## src/hdl/dsg_pkg.sv

```systemverilog
// deep-sleep clock gating bank: shared offsets, field positions, reset values
// assumes a 12-bit byte address slice of the system control space
package dsg_pkg;

  // ---------------------------------------------------------------
  // register byte offsets
  // ---------------------------------------------------------------
  localparam logic [11:0] DSG_RUN_CFG_OFF    = 12'h060;
  localparam logic [11:0] DSG_RUN_GATE_OFF   = 12'h104;
  localparam logic [11:0] DSG_SLEEP_GATE_OFF = 12'h114;
  localparam logic [11:0] DSG_DEEP_GATE_OFF  = 12'h124;
  localparam logic [11:0] DSG_IRQ_STAT_OFF   = 12'h200;
  localparam logic [11:0] DSG_IRQ_EN_OFF     = 12'h204;
  localparam logic [11:0] DSG_IRQ_CLR_OFF    = 12'h208;

  // ---------------------------------------------------------------
  // gating register field positions
  // ---------------------------------------------------------------
  localparam int unsigned DSG_ASYNC0_BIT  = 0;
  localparam int unsigned DSG_ASYNC1_BIT  = 1;
  localparam int unsigned DSG_SYNC0_BIT   = 4;
  localparam int unsigned DSG_CNT0_BIT    = 16;
  localparam int unsigned DSG_CNT1_BIT    = 17;
  localparam int unsigned DSG_CNT2_BIT    = 18;
  localparam int unsigned DSG_CMP0_BIT    = 24;
  localparam int unsigned DSG_AUTO_GATING_BIT = 27;

  // ---------------------------------------------------------------
  // masks and reset values
  // ---------------------------------------------------------------
  localparam logic [31:0] DSG_GATE_MASK  = 32'h0107_0013;
  localparam logic [31:0] DSG_GATE_RESET = 32'h0000_0000;
  localparam logic [31:0] DSG_CFG_MASK   = 32'h0800_0000;
  localparam logic [31:0] DSG_CFG_RESET  = 32'h0000_0000;
  localparam logic [6:0]  DSG_IRQ_RESET  = 7'h00;

  localparam int unsigned DSG_NUM_PERIPH = 7;

  // ---------------------------------------------------------------
  // power mode selecting which gating register applies
  // ---------------------------------------------------------------
  typedef enum logic [1:0] {
    DSG_MODE_RUN,
    DSG_MODE_SLEEP,
    DSG_MODE_DEEP
  } dsg_mode_type;

endpackage : dsg_pkg

```

## src/hdl/dsg_clk_gate.sv

```systemverilog
// glitch-free clock gate for one peripheral clock
// assumes i_en is synchronous to i_clk and changes after a rising edge
`timescale 1ns/1ps
`default_nettype none
module dsg_clk_gate (
  // clock and reset
  input  wire logic i_clk,
  input  wire logic i_rst_n,
  // enable and gated clock
  input  wire logic i_en,
  output logic      o_gclk
);

  logic en_low;

  // enable retimed while the clock is low, so the gated pulse is never cut
  always_ff @(negedge i_clk or negedge i_rst_n) begin
    if (!i_rst_n) begin
      en_low <= 1'b0;
    end else begin
      en_low <= i_en;
    end
  end

  assign o_gclk = i_clk & en_low;

endmodule : dsg_clk_gate
`default_nettype wire

```

## src/hdl/dsg_top.sv

```systemverilog
// deep-sleep clock gating bank with run and sleep companions, apb slave
// assumes apb master, power manager and bus decoder share i_ref_clk
//
// The APB interface to the registers was left to the implementer.
`timescale 1ns/1ps
`default_nettype none
module dsg_top #(
  parameter int unsigned NUM_PERIPH = dsg_pkg::DSG_NUM_PERIPH
) (
  // clock and reset
  input  wire logic                  i_ref_clk,
  input  wire logic                  i_rst_n,
  // apb slave
  input  wire logic                  i_psel,
  input  wire logic                  i_penable,
  input  wire logic                  i_pwrite,
  input  wire logic [11:0]           i_paddr,
  input  wire logic [31:0]           i_pwdata,
  input  wire logic [3:0]            i_pstrb,
  output logic [31:0]                o_prdata,
  output logic                       o_pready,
  output logic                       o_pslverr,
  // power manager
  input  wire logic                  i_sleep,
  input  wire logic                  i_deep_sleep,
  // peripheral access requests from the system bus decoder
  input  wire logic [NUM_PERIPH-1:0] i_periph_access,
  output logic                       o_bus_fault,
  output logic [NUM_PERIPH-1:0]      o_fault_periph,
  // gated peripheral clocks and enables
  output logic [NUM_PERIPH-1:0]      o_periph_clk,
  output logic [NUM_PERIPH-1:0]      o_periph_clk_en,
  // interrupt
  output logic                       o_irq
);

  // ---------------------------------------------------------------
  // declarations
  // ---------------------------------------------------------------
  logic [31:0]             run_clock_gate_1;
  logic [31:0]             sleep_clock_gate_1;
  logic [31:0]             deep_sleep_clock_gate_1;
  logic [31:0]             run_clock_config;
  logic [NUM_PERIPH-1:0]   irq_status;
  logic [NUM_PERIPH-1:0]   irq_enable;
  logic                    auto_gating_select;
  dsg_pkg::dsg_mode_type   mode;
  dsg_pkg::dsg_mode_type   next_mode;
  logic [31:0]             next_sel_gate;
  logic [NUM_PERIPH-1:0]   next_clk_en;
  logic                    setup_phase;
  logic                    access_phase;
  logic                    wr_access;
  logic                    addr_hit;
  logic [31:0]             next_rdata;
  logic                    slv_err;
  logic [NUM_PERIPH-1:0]   fault_hits;
  logic [NUM_PERIPH-1:0]   irq_clear;
  logic                    wr_run_cfg;
  logic                    wr_run_gate;
  logic                    wr_sleep_gate;
  logic                    wr_deep_gate;
  logic                    wr_irq_en;
  logic                    wr_irq_clr;

  // ---------------------------------------------------------------
  // byte-lane merge of a write into a masked register
  // ---------------------------------------------------------------
  function automatic logic [31:0] merge_write(
    input logic [31:0] old_val,
    input logic [31:0] wdata,
    input logic [3:0]  strb,
    input logic [31:0] mask
  );
    logic [31:0] merged;
    merged = old_val;
    for (int b = 0; b < 4; b++) begin
      if (strb[b]) begin
        merged[b*8 +: 8] = wdata[b*8 +: 8];
      end
    end
    // reserved and unimplemented bits always land as zero
    return merged & mask;
  endfunction : merge_write

  // ---------------------------------------------------------------
  // gate register bit to peripheral index
  // ---------------------------------------------------------------
  function automatic logic [NUM_PERIPH-1:0] gate_to_periph(input logic [31:0] g);
    logic [NUM_PERIPH-1:0] p;
    p    = '0;
    p[0] = g[dsg_pkg::DSG_ASYNC0_BIT];
    p[1] = g[dsg_pkg::DSG_ASYNC1_BIT];
    p[2] = g[dsg_pkg::DSG_SYNC0_BIT];
    p[3] = g[dsg_pkg::DSG_CNT0_BIT];
    p[4] = g[dsg_pkg::DSG_CNT1_BIT];
    p[5] = g[dsg_pkg::DSG_CNT2_BIT];
    p[6] = g[dsg_pkg::DSG_CMP0_BIT];
    return p;
  endfunction : gate_to_periph

  // ---------------------------------------------------------------
  // apb phase decode
  // ---------------------------------------------------------------
  assign setup_phase  = i_psel & ~i_penable;
  assign access_phase = i_psel & i_penable;
  assign wr_access    = access_phase & i_pwrite;

  // ---------------------------------------------------------------
  // per-register write selects
  // ---------------------------------------------------------------
  assign wr_run_cfg    = wr_access & (i_paddr == dsg_pkg::DSG_RUN_CFG_OFF);
  assign wr_run_gate   = wr_access & (i_paddr == dsg_pkg::DSG_RUN_GATE_OFF);
  assign wr_sleep_gate = wr_access & (i_paddr == dsg_pkg::DSG_SLEEP_GATE_OFF);
  assign wr_deep_gate  = wr_access & (i_paddr == dsg_pkg::DSG_DEEP_GATE_OFF);
  assign wr_irq_en     = wr_access & (i_paddr == dsg_pkg::DSG_IRQ_EN_OFF);
  assign wr_irq_clr    = wr_access & (i_paddr == dsg_pkg::DSG_IRQ_CLR_OFF);

  always_comb begin
    addr_hit = 1'b1;
    case (i_paddr)
      dsg_pkg::DSG_RUN_CFG_OFF,
      dsg_pkg::DSG_RUN_GATE_OFF,
      dsg_pkg::DSG_SLEEP_GATE_OFF,
      dsg_pkg::DSG_DEEP_GATE_OFF,
      dsg_pkg::DSG_IRQ_STAT_OFF,
      dsg_pkg::DSG_IRQ_EN_OFF,
      dsg_pkg::DSG_IRQ_CLR_OFF: begin
        addr_hit = 1'b1;
      end
      default: begin
        addr_hit = 1'b0;
      end
    endcase
  end

  // ---------------------------------------------------------------
  // gating registers
  // ---------------------------------------------------------------
  always_ff @(posedge i_ref_clk or negedge i_rst_n) begin
    if (!i_rst_n) begin
      run_clock_gate_1 <= dsg_pkg::DSG_GATE_RESET;
    end else if (wr_run_gate) begin
      run_clock_gate_1 <= merge_write(run_clock_gate_1, i_pwdata, i_pstrb,
                                      dsg_pkg::DSG_GATE_MASK);
    end
  end

  always_ff @(posedge i_ref_clk or negedge i_rst_n) begin
    if (!i_rst_n) begin
      sleep_clock_gate_1 <= dsg_pkg::DSG_GATE_RESET;
    end else if (wr_sleep_gate) begin
      sleep_clock_gate_1 <= merge_write(sleep_clock_gate_1, i_pwdata, i_pstrb,
                                        dsg_pkg::DSG_GATE_MASK);
    end
  end

  always_ff @(posedge i_ref_clk or negedge i_rst_n) begin
    if (!i_rst_n) begin
      deep_sleep_clock_gate_1 <= dsg_pkg::DSG_GATE_RESET;
    end else if (wr_deep_gate) begin
      deep_sleep_clock_gate_1 <= merge_write(deep_sleep_clock_gate_1, i_pwdata,
                                             i_pstrb, dsg_pkg::DSG_GATE_MASK);
    end
  end

  // only the auto gating select bit is implemented here
  always_ff @(posedge i_ref_clk or negedge i_rst_n) begin
    if (!i_rst_n) begin
      run_clock_config <= dsg_pkg::DSG_CFG_RESET;
    end else if (wr_run_cfg) begin
      run_clock_config <= merge_write(run_clock_config, i_pwdata, i_pstrb,
                                      dsg_pkg::DSG_CFG_MASK);
    end
  end

  assign auto_gating_select = run_clock_config[dsg_pkg::DSG_AUTO_GATING_BIT];

  // ---------------------------------------------------------------
  // power mode tracking
  // ---------------------------------------------------------------
  always_comb begin
    next_mode = dsg_pkg::DSG_MODE_RUN;
    if (auto_gating_select && i_deep_sleep) begin
      next_mode = dsg_pkg::DSG_MODE_DEEP;
    end else if (auto_gating_select && i_sleep) begin
      next_mode = dsg_pkg::DSG_MODE_SLEEP;
    end
  end

  always_ff @(posedge i_ref_clk or negedge i_rst_n) begin
    if (!i_rst_n) begin
      mode <= dsg_pkg::DSG_MODE_RUN;
    end else begin
      mode <= next_mode;
    end
  end

  // ---------------------------------------------------------------
  // effective clock enables
  // ---------------------------------------------------------------
  always_comb begin
    case (mode)
      dsg_pkg::DSG_MODE_RUN: begin
        next_sel_gate = run_clock_gate_1;
      end
      dsg_pkg::DSG_MODE_SLEEP: begin
        next_sel_gate = sleep_clock_gate_1;
      end
      dsg_pkg::DSG_MODE_DEEP: begin
        next_sel_gate = deep_sleep_clock_gate_1;
      end
      default: begin
        next_sel_gate = run_clock_gate_1;
      end
    endcase
    next_clk_en = gate_to_periph(next_sel_gate);
  end

  always_ff @(posedge i_ref_clk or negedge i_rst_n) begin
    if (!i_rst_n) begin
      o_periph_clk_en <= '0;
    end else begin
      o_periph_clk_en <= next_clk_en;
    end
  end

  // one glitch-free gate per peripheral clock
  for (genvar p = 0; p < NUM_PERIPH; p++) begin : g_gate
    dsg_clk_gate u_gate (
      .i_clk   (i_ref_clk),
      .i_rst_n (i_rst_n),
      .i_en    (o_periph_clk_en[p]),
      .o_gclk  (o_periph_clk[p])
    );
  end

  // ---------------------------------------------------------------
  // bus fault on access to an unclocked peripheral
  // ---------------------------------------------------------------
  // decoder sees the registered enable, as the gated clock does
  assign fault_hits = i_periph_access & ~o_periph_clk_en;

  always_ff @(posedge i_ref_clk or negedge i_rst_n) begin
    if (!i_rst_n) begin
      o_bus_fault    <= 1'b0;
      o_fault_periph <= '0;
    end else begin
      o_bus_fault    <= |fault_hits;
      o_fault_periph <= fault_hits;
    end
  end

  // ---------------------------------------------------------------
  // interrupt status, enable and clear
  // ---------------------------------------------------------------
  assign irq_clear = (wr_irq_clr && i_pstrb[0])
                     ? i_pwdata[NUM_PERIPH-1:0] : '0;

  // a fault in the clearing cycle keeps its bit set
  always_ff @(posedge i_ref_clk or negedge i_rst_n) begin
    if (!i_rst_n) begin
      irq_status <= dsg_pkg::DSG_IRQ_RESET;
    end else begin
      irq_status <= (irq_status & ~irq_clear) | fault_hits;
    end
  end

  always_ff @(posedge i_ref_clk or negedge i_rst_n) begin
    if (!i_rst_n) begin
      irq_enable <= dsg_pkg::DSG_IRQ_RESET;
    end else if (wr_irq_en && i_pstrb[0]) begin
      irq_enable <= i_pwdata[NUM_PERIPH-1:0];
    end
  end

  assign o_irq = |(irq_status & irq_enable);

  // ---------------------------------------------------------------
  // read data and error, captured in the setup cycle
  // ---------------------------------------------------------------
  always_comb begin
    next_rdata = 32'h0000_0000;
    case (i_paddr)
      dsg_pkg::DSG_RUN_CFG_OFF: begin
        next_rdata = run_clock_config;
      end
      dsg_pkg::DSG_RUN_GATE_OFF: begin
        next_rdata = run_clock_gate_1;
      end
      dsg_pkg::DSG_SLEEP_GATE_OFF: begin
        next_rdata = sleep_clock_gate_1;
      end
      dsg_pkg::DSG_DEEP_GATE_OFF: begin
        next_rdata = deep_sleep_clock_gate_1;
      end
      dsg_pkg::DSG_IRQ_STAT_OFF: begin
        next_rdata[NUM_PERIPH-1:0] = irq_status;
      end
      dsg_pkg::DSG_IRQ_EN_OFF: begin
        next_rdata[NUM_PERIPH-1:0] = irq_enable;
      end
      default: begin
        next_rdata = 32'h0000_0000;
      end
    endcase
  end

  always_ff @(posedge i_ref_clk or negedge i_rst_n) begin
    if (!i_rst_n) begin
      o_prdata <= 32'h0000_0000;
    end else if (setup_phase) begin
      o_prdata <= i_pwrite ? 32'h0000_0000 : next_rdata;
    end
  end

  always_ff @(posedge i_ref_clk or negedge i_rst_n) begin
    if (!i_rst_n) begin
      slv_err <= 1'b0;
    end else if (setup_phase) begin
      slv_err <= ~addr_hit;
    end
  end

  // zero wait states: every access ends in its first access cycle
  assign o_pready  = access_phase;
  assign o_pslverr = access_phase & slv_err;

endmodule : dsg_top
`default_nettype wire

```

## config.mk

```make
export PLATFORM = sky130hd
export DESIGN_NAME = dsg_top
export DESIGN_NICKNAME = d
export VERILOG_FILES = /design/src/hdl/dsg_pkg.sv /design/src/hdl/dsg_clk_gate.sv /design/src/hdl/dsg_top.sv
export SDC_FILE = /design/constraint.sdc
export NUM_CORES = 1
export LEC_CHECK = 0
export ABC_AREA = 1
export BUFFER_PORTS_ARGS = -buffer_cell sky130_fd_sc_hd__buf_2
export CELL_PAD_IN_SITES_DETAIL_PLACEMENT = 1
export CELL_PAD_IN_SITES_GLOBAL_PLACEMENT = 1
export CORE_MARGIN = 5
export CORE_UTILIZATION = 37
export DETAILED_ROUTE_END_ITERATION = 10
export GPL_TIMING_DRIVEN = 0
export PLACE_DENSITY = 0.79
export SYNTH_ARGS = -nofsm -noshare
export SYNTH_HDL_FRONTEND = slang
export SYNTH_SLANG_ARGS = --single-unit
```

## constraint.sdc

```tcl
create_clock -name i_ref_clk -period 1.38 [get_ports i_ref_clk]
set_input_delay 0.138 -clock i_ref_clk [delete_from_list [all_inputs] [get_ports i_ref_clk]]
set_output_delay 0.138 -clock i_ref_clk [all_outputs]
set_load 0.01 [all_outputs]
```

==> out/summary.txt <==
Outcome = finished, violations left
Violations in the final reports = negative setup slack
Hold crit path type = primary input to flip-flop
Initial DRC Count = 180
Share of layout cells above drive strength 1 = 0.309
Sw Share = 0.278
Clock Power Share = 0.486
Layout area overhead = 31.8%
Core box area = 10200 sq um
Reg power frac = 0.407
Die Area = 12400 sq um
Combinational power share = 0.107
Die H = 111 microns
Initial antenna violation count = 0
Final Cell Area = 5010 sq um
Lkg Pwr = 0.00264 uW
Yosys warns = 0
Peak supply drop = 0.000626 V
Distinct cells, synth = 34
Initial core utilization = 0.374
Crit path max fanout = 1
Reg clk slew, reported paths = 80 ps
I/O pin cnt = 119
Post-route DRC = 0
Critical path startpoint category = flip-flop
Post-route ant nets = 0
CTS tree = yes
Site row count = 37
NetSw = 1540 uW
Unrepaired setup endpoints after global routing = yes
Synth Register Bits = 73
Via count = 3515
First-pass GRT wire length = 19.5 mm
Slew Limit Fails = 0
Power Density = 1100 nW/um^2
Hold slack = 8.06 ps
Post-Syn Area = 3800 sq um
Mapped Cells = 461
Internal = 3990 uW
Mean cell area of the mapped netlist = 8.25 sq um
Sequential-to-total area share from yosys stat = 0.480
Worst-Margin Slew = 643 ps
Largest net degree at the start of global routing = 43
Clk_lat worst skew = 470 ps
CP arrival = 1760 ps
Critical path, cell by cell = nand2_2, inv_2, buf_6
Skew final = 7.43 ps
Slew HR = 0.568
Nets@finish = 654
Critical Path RT = 1240 ps
Number of global-route vias before repair = 3954
Detailed Route WL = 11.5 mm
Post-DP Area = 4450 sq um
Vias per Instance = 4.80
Total gr overflow = 0
Setup slack after layout = -517 ps
Critical Path Slowest Stage Cell = dfrtn_1
Avg WL per Cell = 15.6 microns
Antenna diodes = 0
Final setup vio count = 15
Slowest cell delay on critical path = 400 ps
GP Congestion = 0.955
DIE WIDTH = 111 microns
Hpwl dp = 8.42 mm
Setup CP Type = flip-flop to primary output
Port Buf Inserts = 77
GRT Total Usage = 0.197
Max Cap Viol = 0
Final hold vios = 0
Critical Path End Type = primary output
Drt first pass iters = 4
flip-flops by register name, summed over array words and instances, names as in the netlist:
signal	flops
sleep_clock_gate_1	7
o_bus_fault	1
slv_err	1
mode	2
run_clock_gate_1	7
irq_status	7
o_fault_periph	7
deep_sleep_clock_gate_1	7
run_clock_config	1
o_prdata	12
o_periph_clk_en	7
irq_enable	7
g_gate.u_gate.en_low	7
worst paths after layout:
check | startpoint | to | slack (ps) | depth (start not counted)
setup reg to reg | o_periph_clk_en[6] | g_gate[6].u_gate.en_low | 80 | 0
hold / removal | i_penable | o_prdata[2] | 8 | 4
max in group asynchronous | i_rst_n | g_gate[0].u_gate.en_low | 320 | 3
hold reg to reg | o_periph_clk_en[0] | o_fault_periph[0] | 470 | 1
min in group asynchronous | i_rst_n | o_fault_periph[4] | 190 | 3
setup / recovery | g_gate[6].u_gate.en_low | o_periph_clk[6] | -520 | 3
stage by stage:
step                 util  setup slack [ps]  total power, uW  TNS (ps)  std cells
finish              0.492              -517             5520     -3710        732
detailed placement  0.437              -225             3090     -2610        694
global placement    0.435              -873             3070    -26580        693
global route        0.492              -580             5800     -4200        732
CTS                 0.490              -524             5550     -3840        732
floorplan               -              5.34             2790         0        480
metal layers:
metal  GRT usage  wire (microns)  vias to the layer above
met5           0               0                        -
li1            -               -                     1679
met3      0.0473             547                       18
met2       0.328            5600                       96
met1       0.239            5060                     1722
met4      0.0941             238                        0
Yosys cell counts, drive strengths merged:
cell type  count  area, sq um
nand3         41          233
a221oi         1         8.76
o21bai         2         15.0
conb           1         3.75
a22oi          1         7.51
clkbuf         2         7.51
o211ai         1         7.51
ha             2         25.0
nor2          38          205
o21ai         44          246
nand4         10         62.6
buf           38          288
inv           68          255
clkinv         1         3.75
dfrtn          7          175
a21oi         14         70.1
nand2        115          459
nor3           7         66.3
dfrtp         66         1650
o31ai          1         7.51
nor4           1         6.26
power groups by stage:
stage | clock network (uW) | logic, uW | registers, uW
2_1_floorplan | 222 | 280 | 2290
3_3_place_gp | 284 | 500 | 2280
3_5_place_dp | 284 | 523 | 2290
4_1_cts | 2720 | 586 | 2240
5_1_grt | 2880 | 661 | 2260
6_report | 2690 | 591 | 2250
cell type report:
| type | count | area (sq um) |
|---|---|---|
| Fill cell | 1251 | 5170 |
| Sequential cell | 73 | 1830 |
| Multi-Input combinational cell | 298 | 1530 |
| Timing Repair Buffer | 96 | 628 |
| Clock buffer | 22 | 277 |
| Buffer | 32 | 239 |
| Inverter | 62 | 233 |
| Tap cell | 136 | 170 |
| Clock inverter | 13 | 116 |
critical path, delay by kind of cell (launching register included):
kind / cells / cell delay (ps)
and+or+nand+nor: 1 / 50
buffers and inverters: 2 / 150
DFF: 1 / 400
cell families after synthesis:
logic type / synth area share
AO/OA/AOI/OAI: 0.0954
flip-flops: 0.480
AND/OR/NAND/NOR: 0.271
adder cells (fa/ha/maj): 0.00658
buffers and inverters: 0.146
other: 0.000986
layout by cell type, fill, tap and decap left out, types with 2 or more instances in the layout:
cell type      synthesis  layout
nand4_1               10      10
nor2_2                 7       7
nand2_1              108     106
nor2_1                25      25
o21ai_0               17      17
o21bai_1               2       2
nand3_2                3       3
buf_12                 0       2
buf_2                  2      71
o21ai_2                7       7
inv_1                 64      59
nand3_1               37      37
dlygate4sd3_1          0      22
inv_2                  4       9
bufinv_16              0       2
nor2_4                 6       6
buf_4                 34      30
o21ai_1               20      20
conb_1                 1      20
dfrtp_1               66      66
dfrtn_1                7       7
nor3_2                 4       4
nand2_2                5       7
clkbuf_8               0      14
nor3_1                 2       2
buf_6                  2       9
a21oi_1               14      13
nand2_4                2       2
timing repair:
action,in CTS,in global routing
hold endpoints to repair,61,0
resized for setup,12,7
hold buffers,23,0
endpoints found under the setup margin,22,17
pin swaps,9,2
buffers inserted,2,0
No activity file was read; power rests on OpenSTA's default activity.
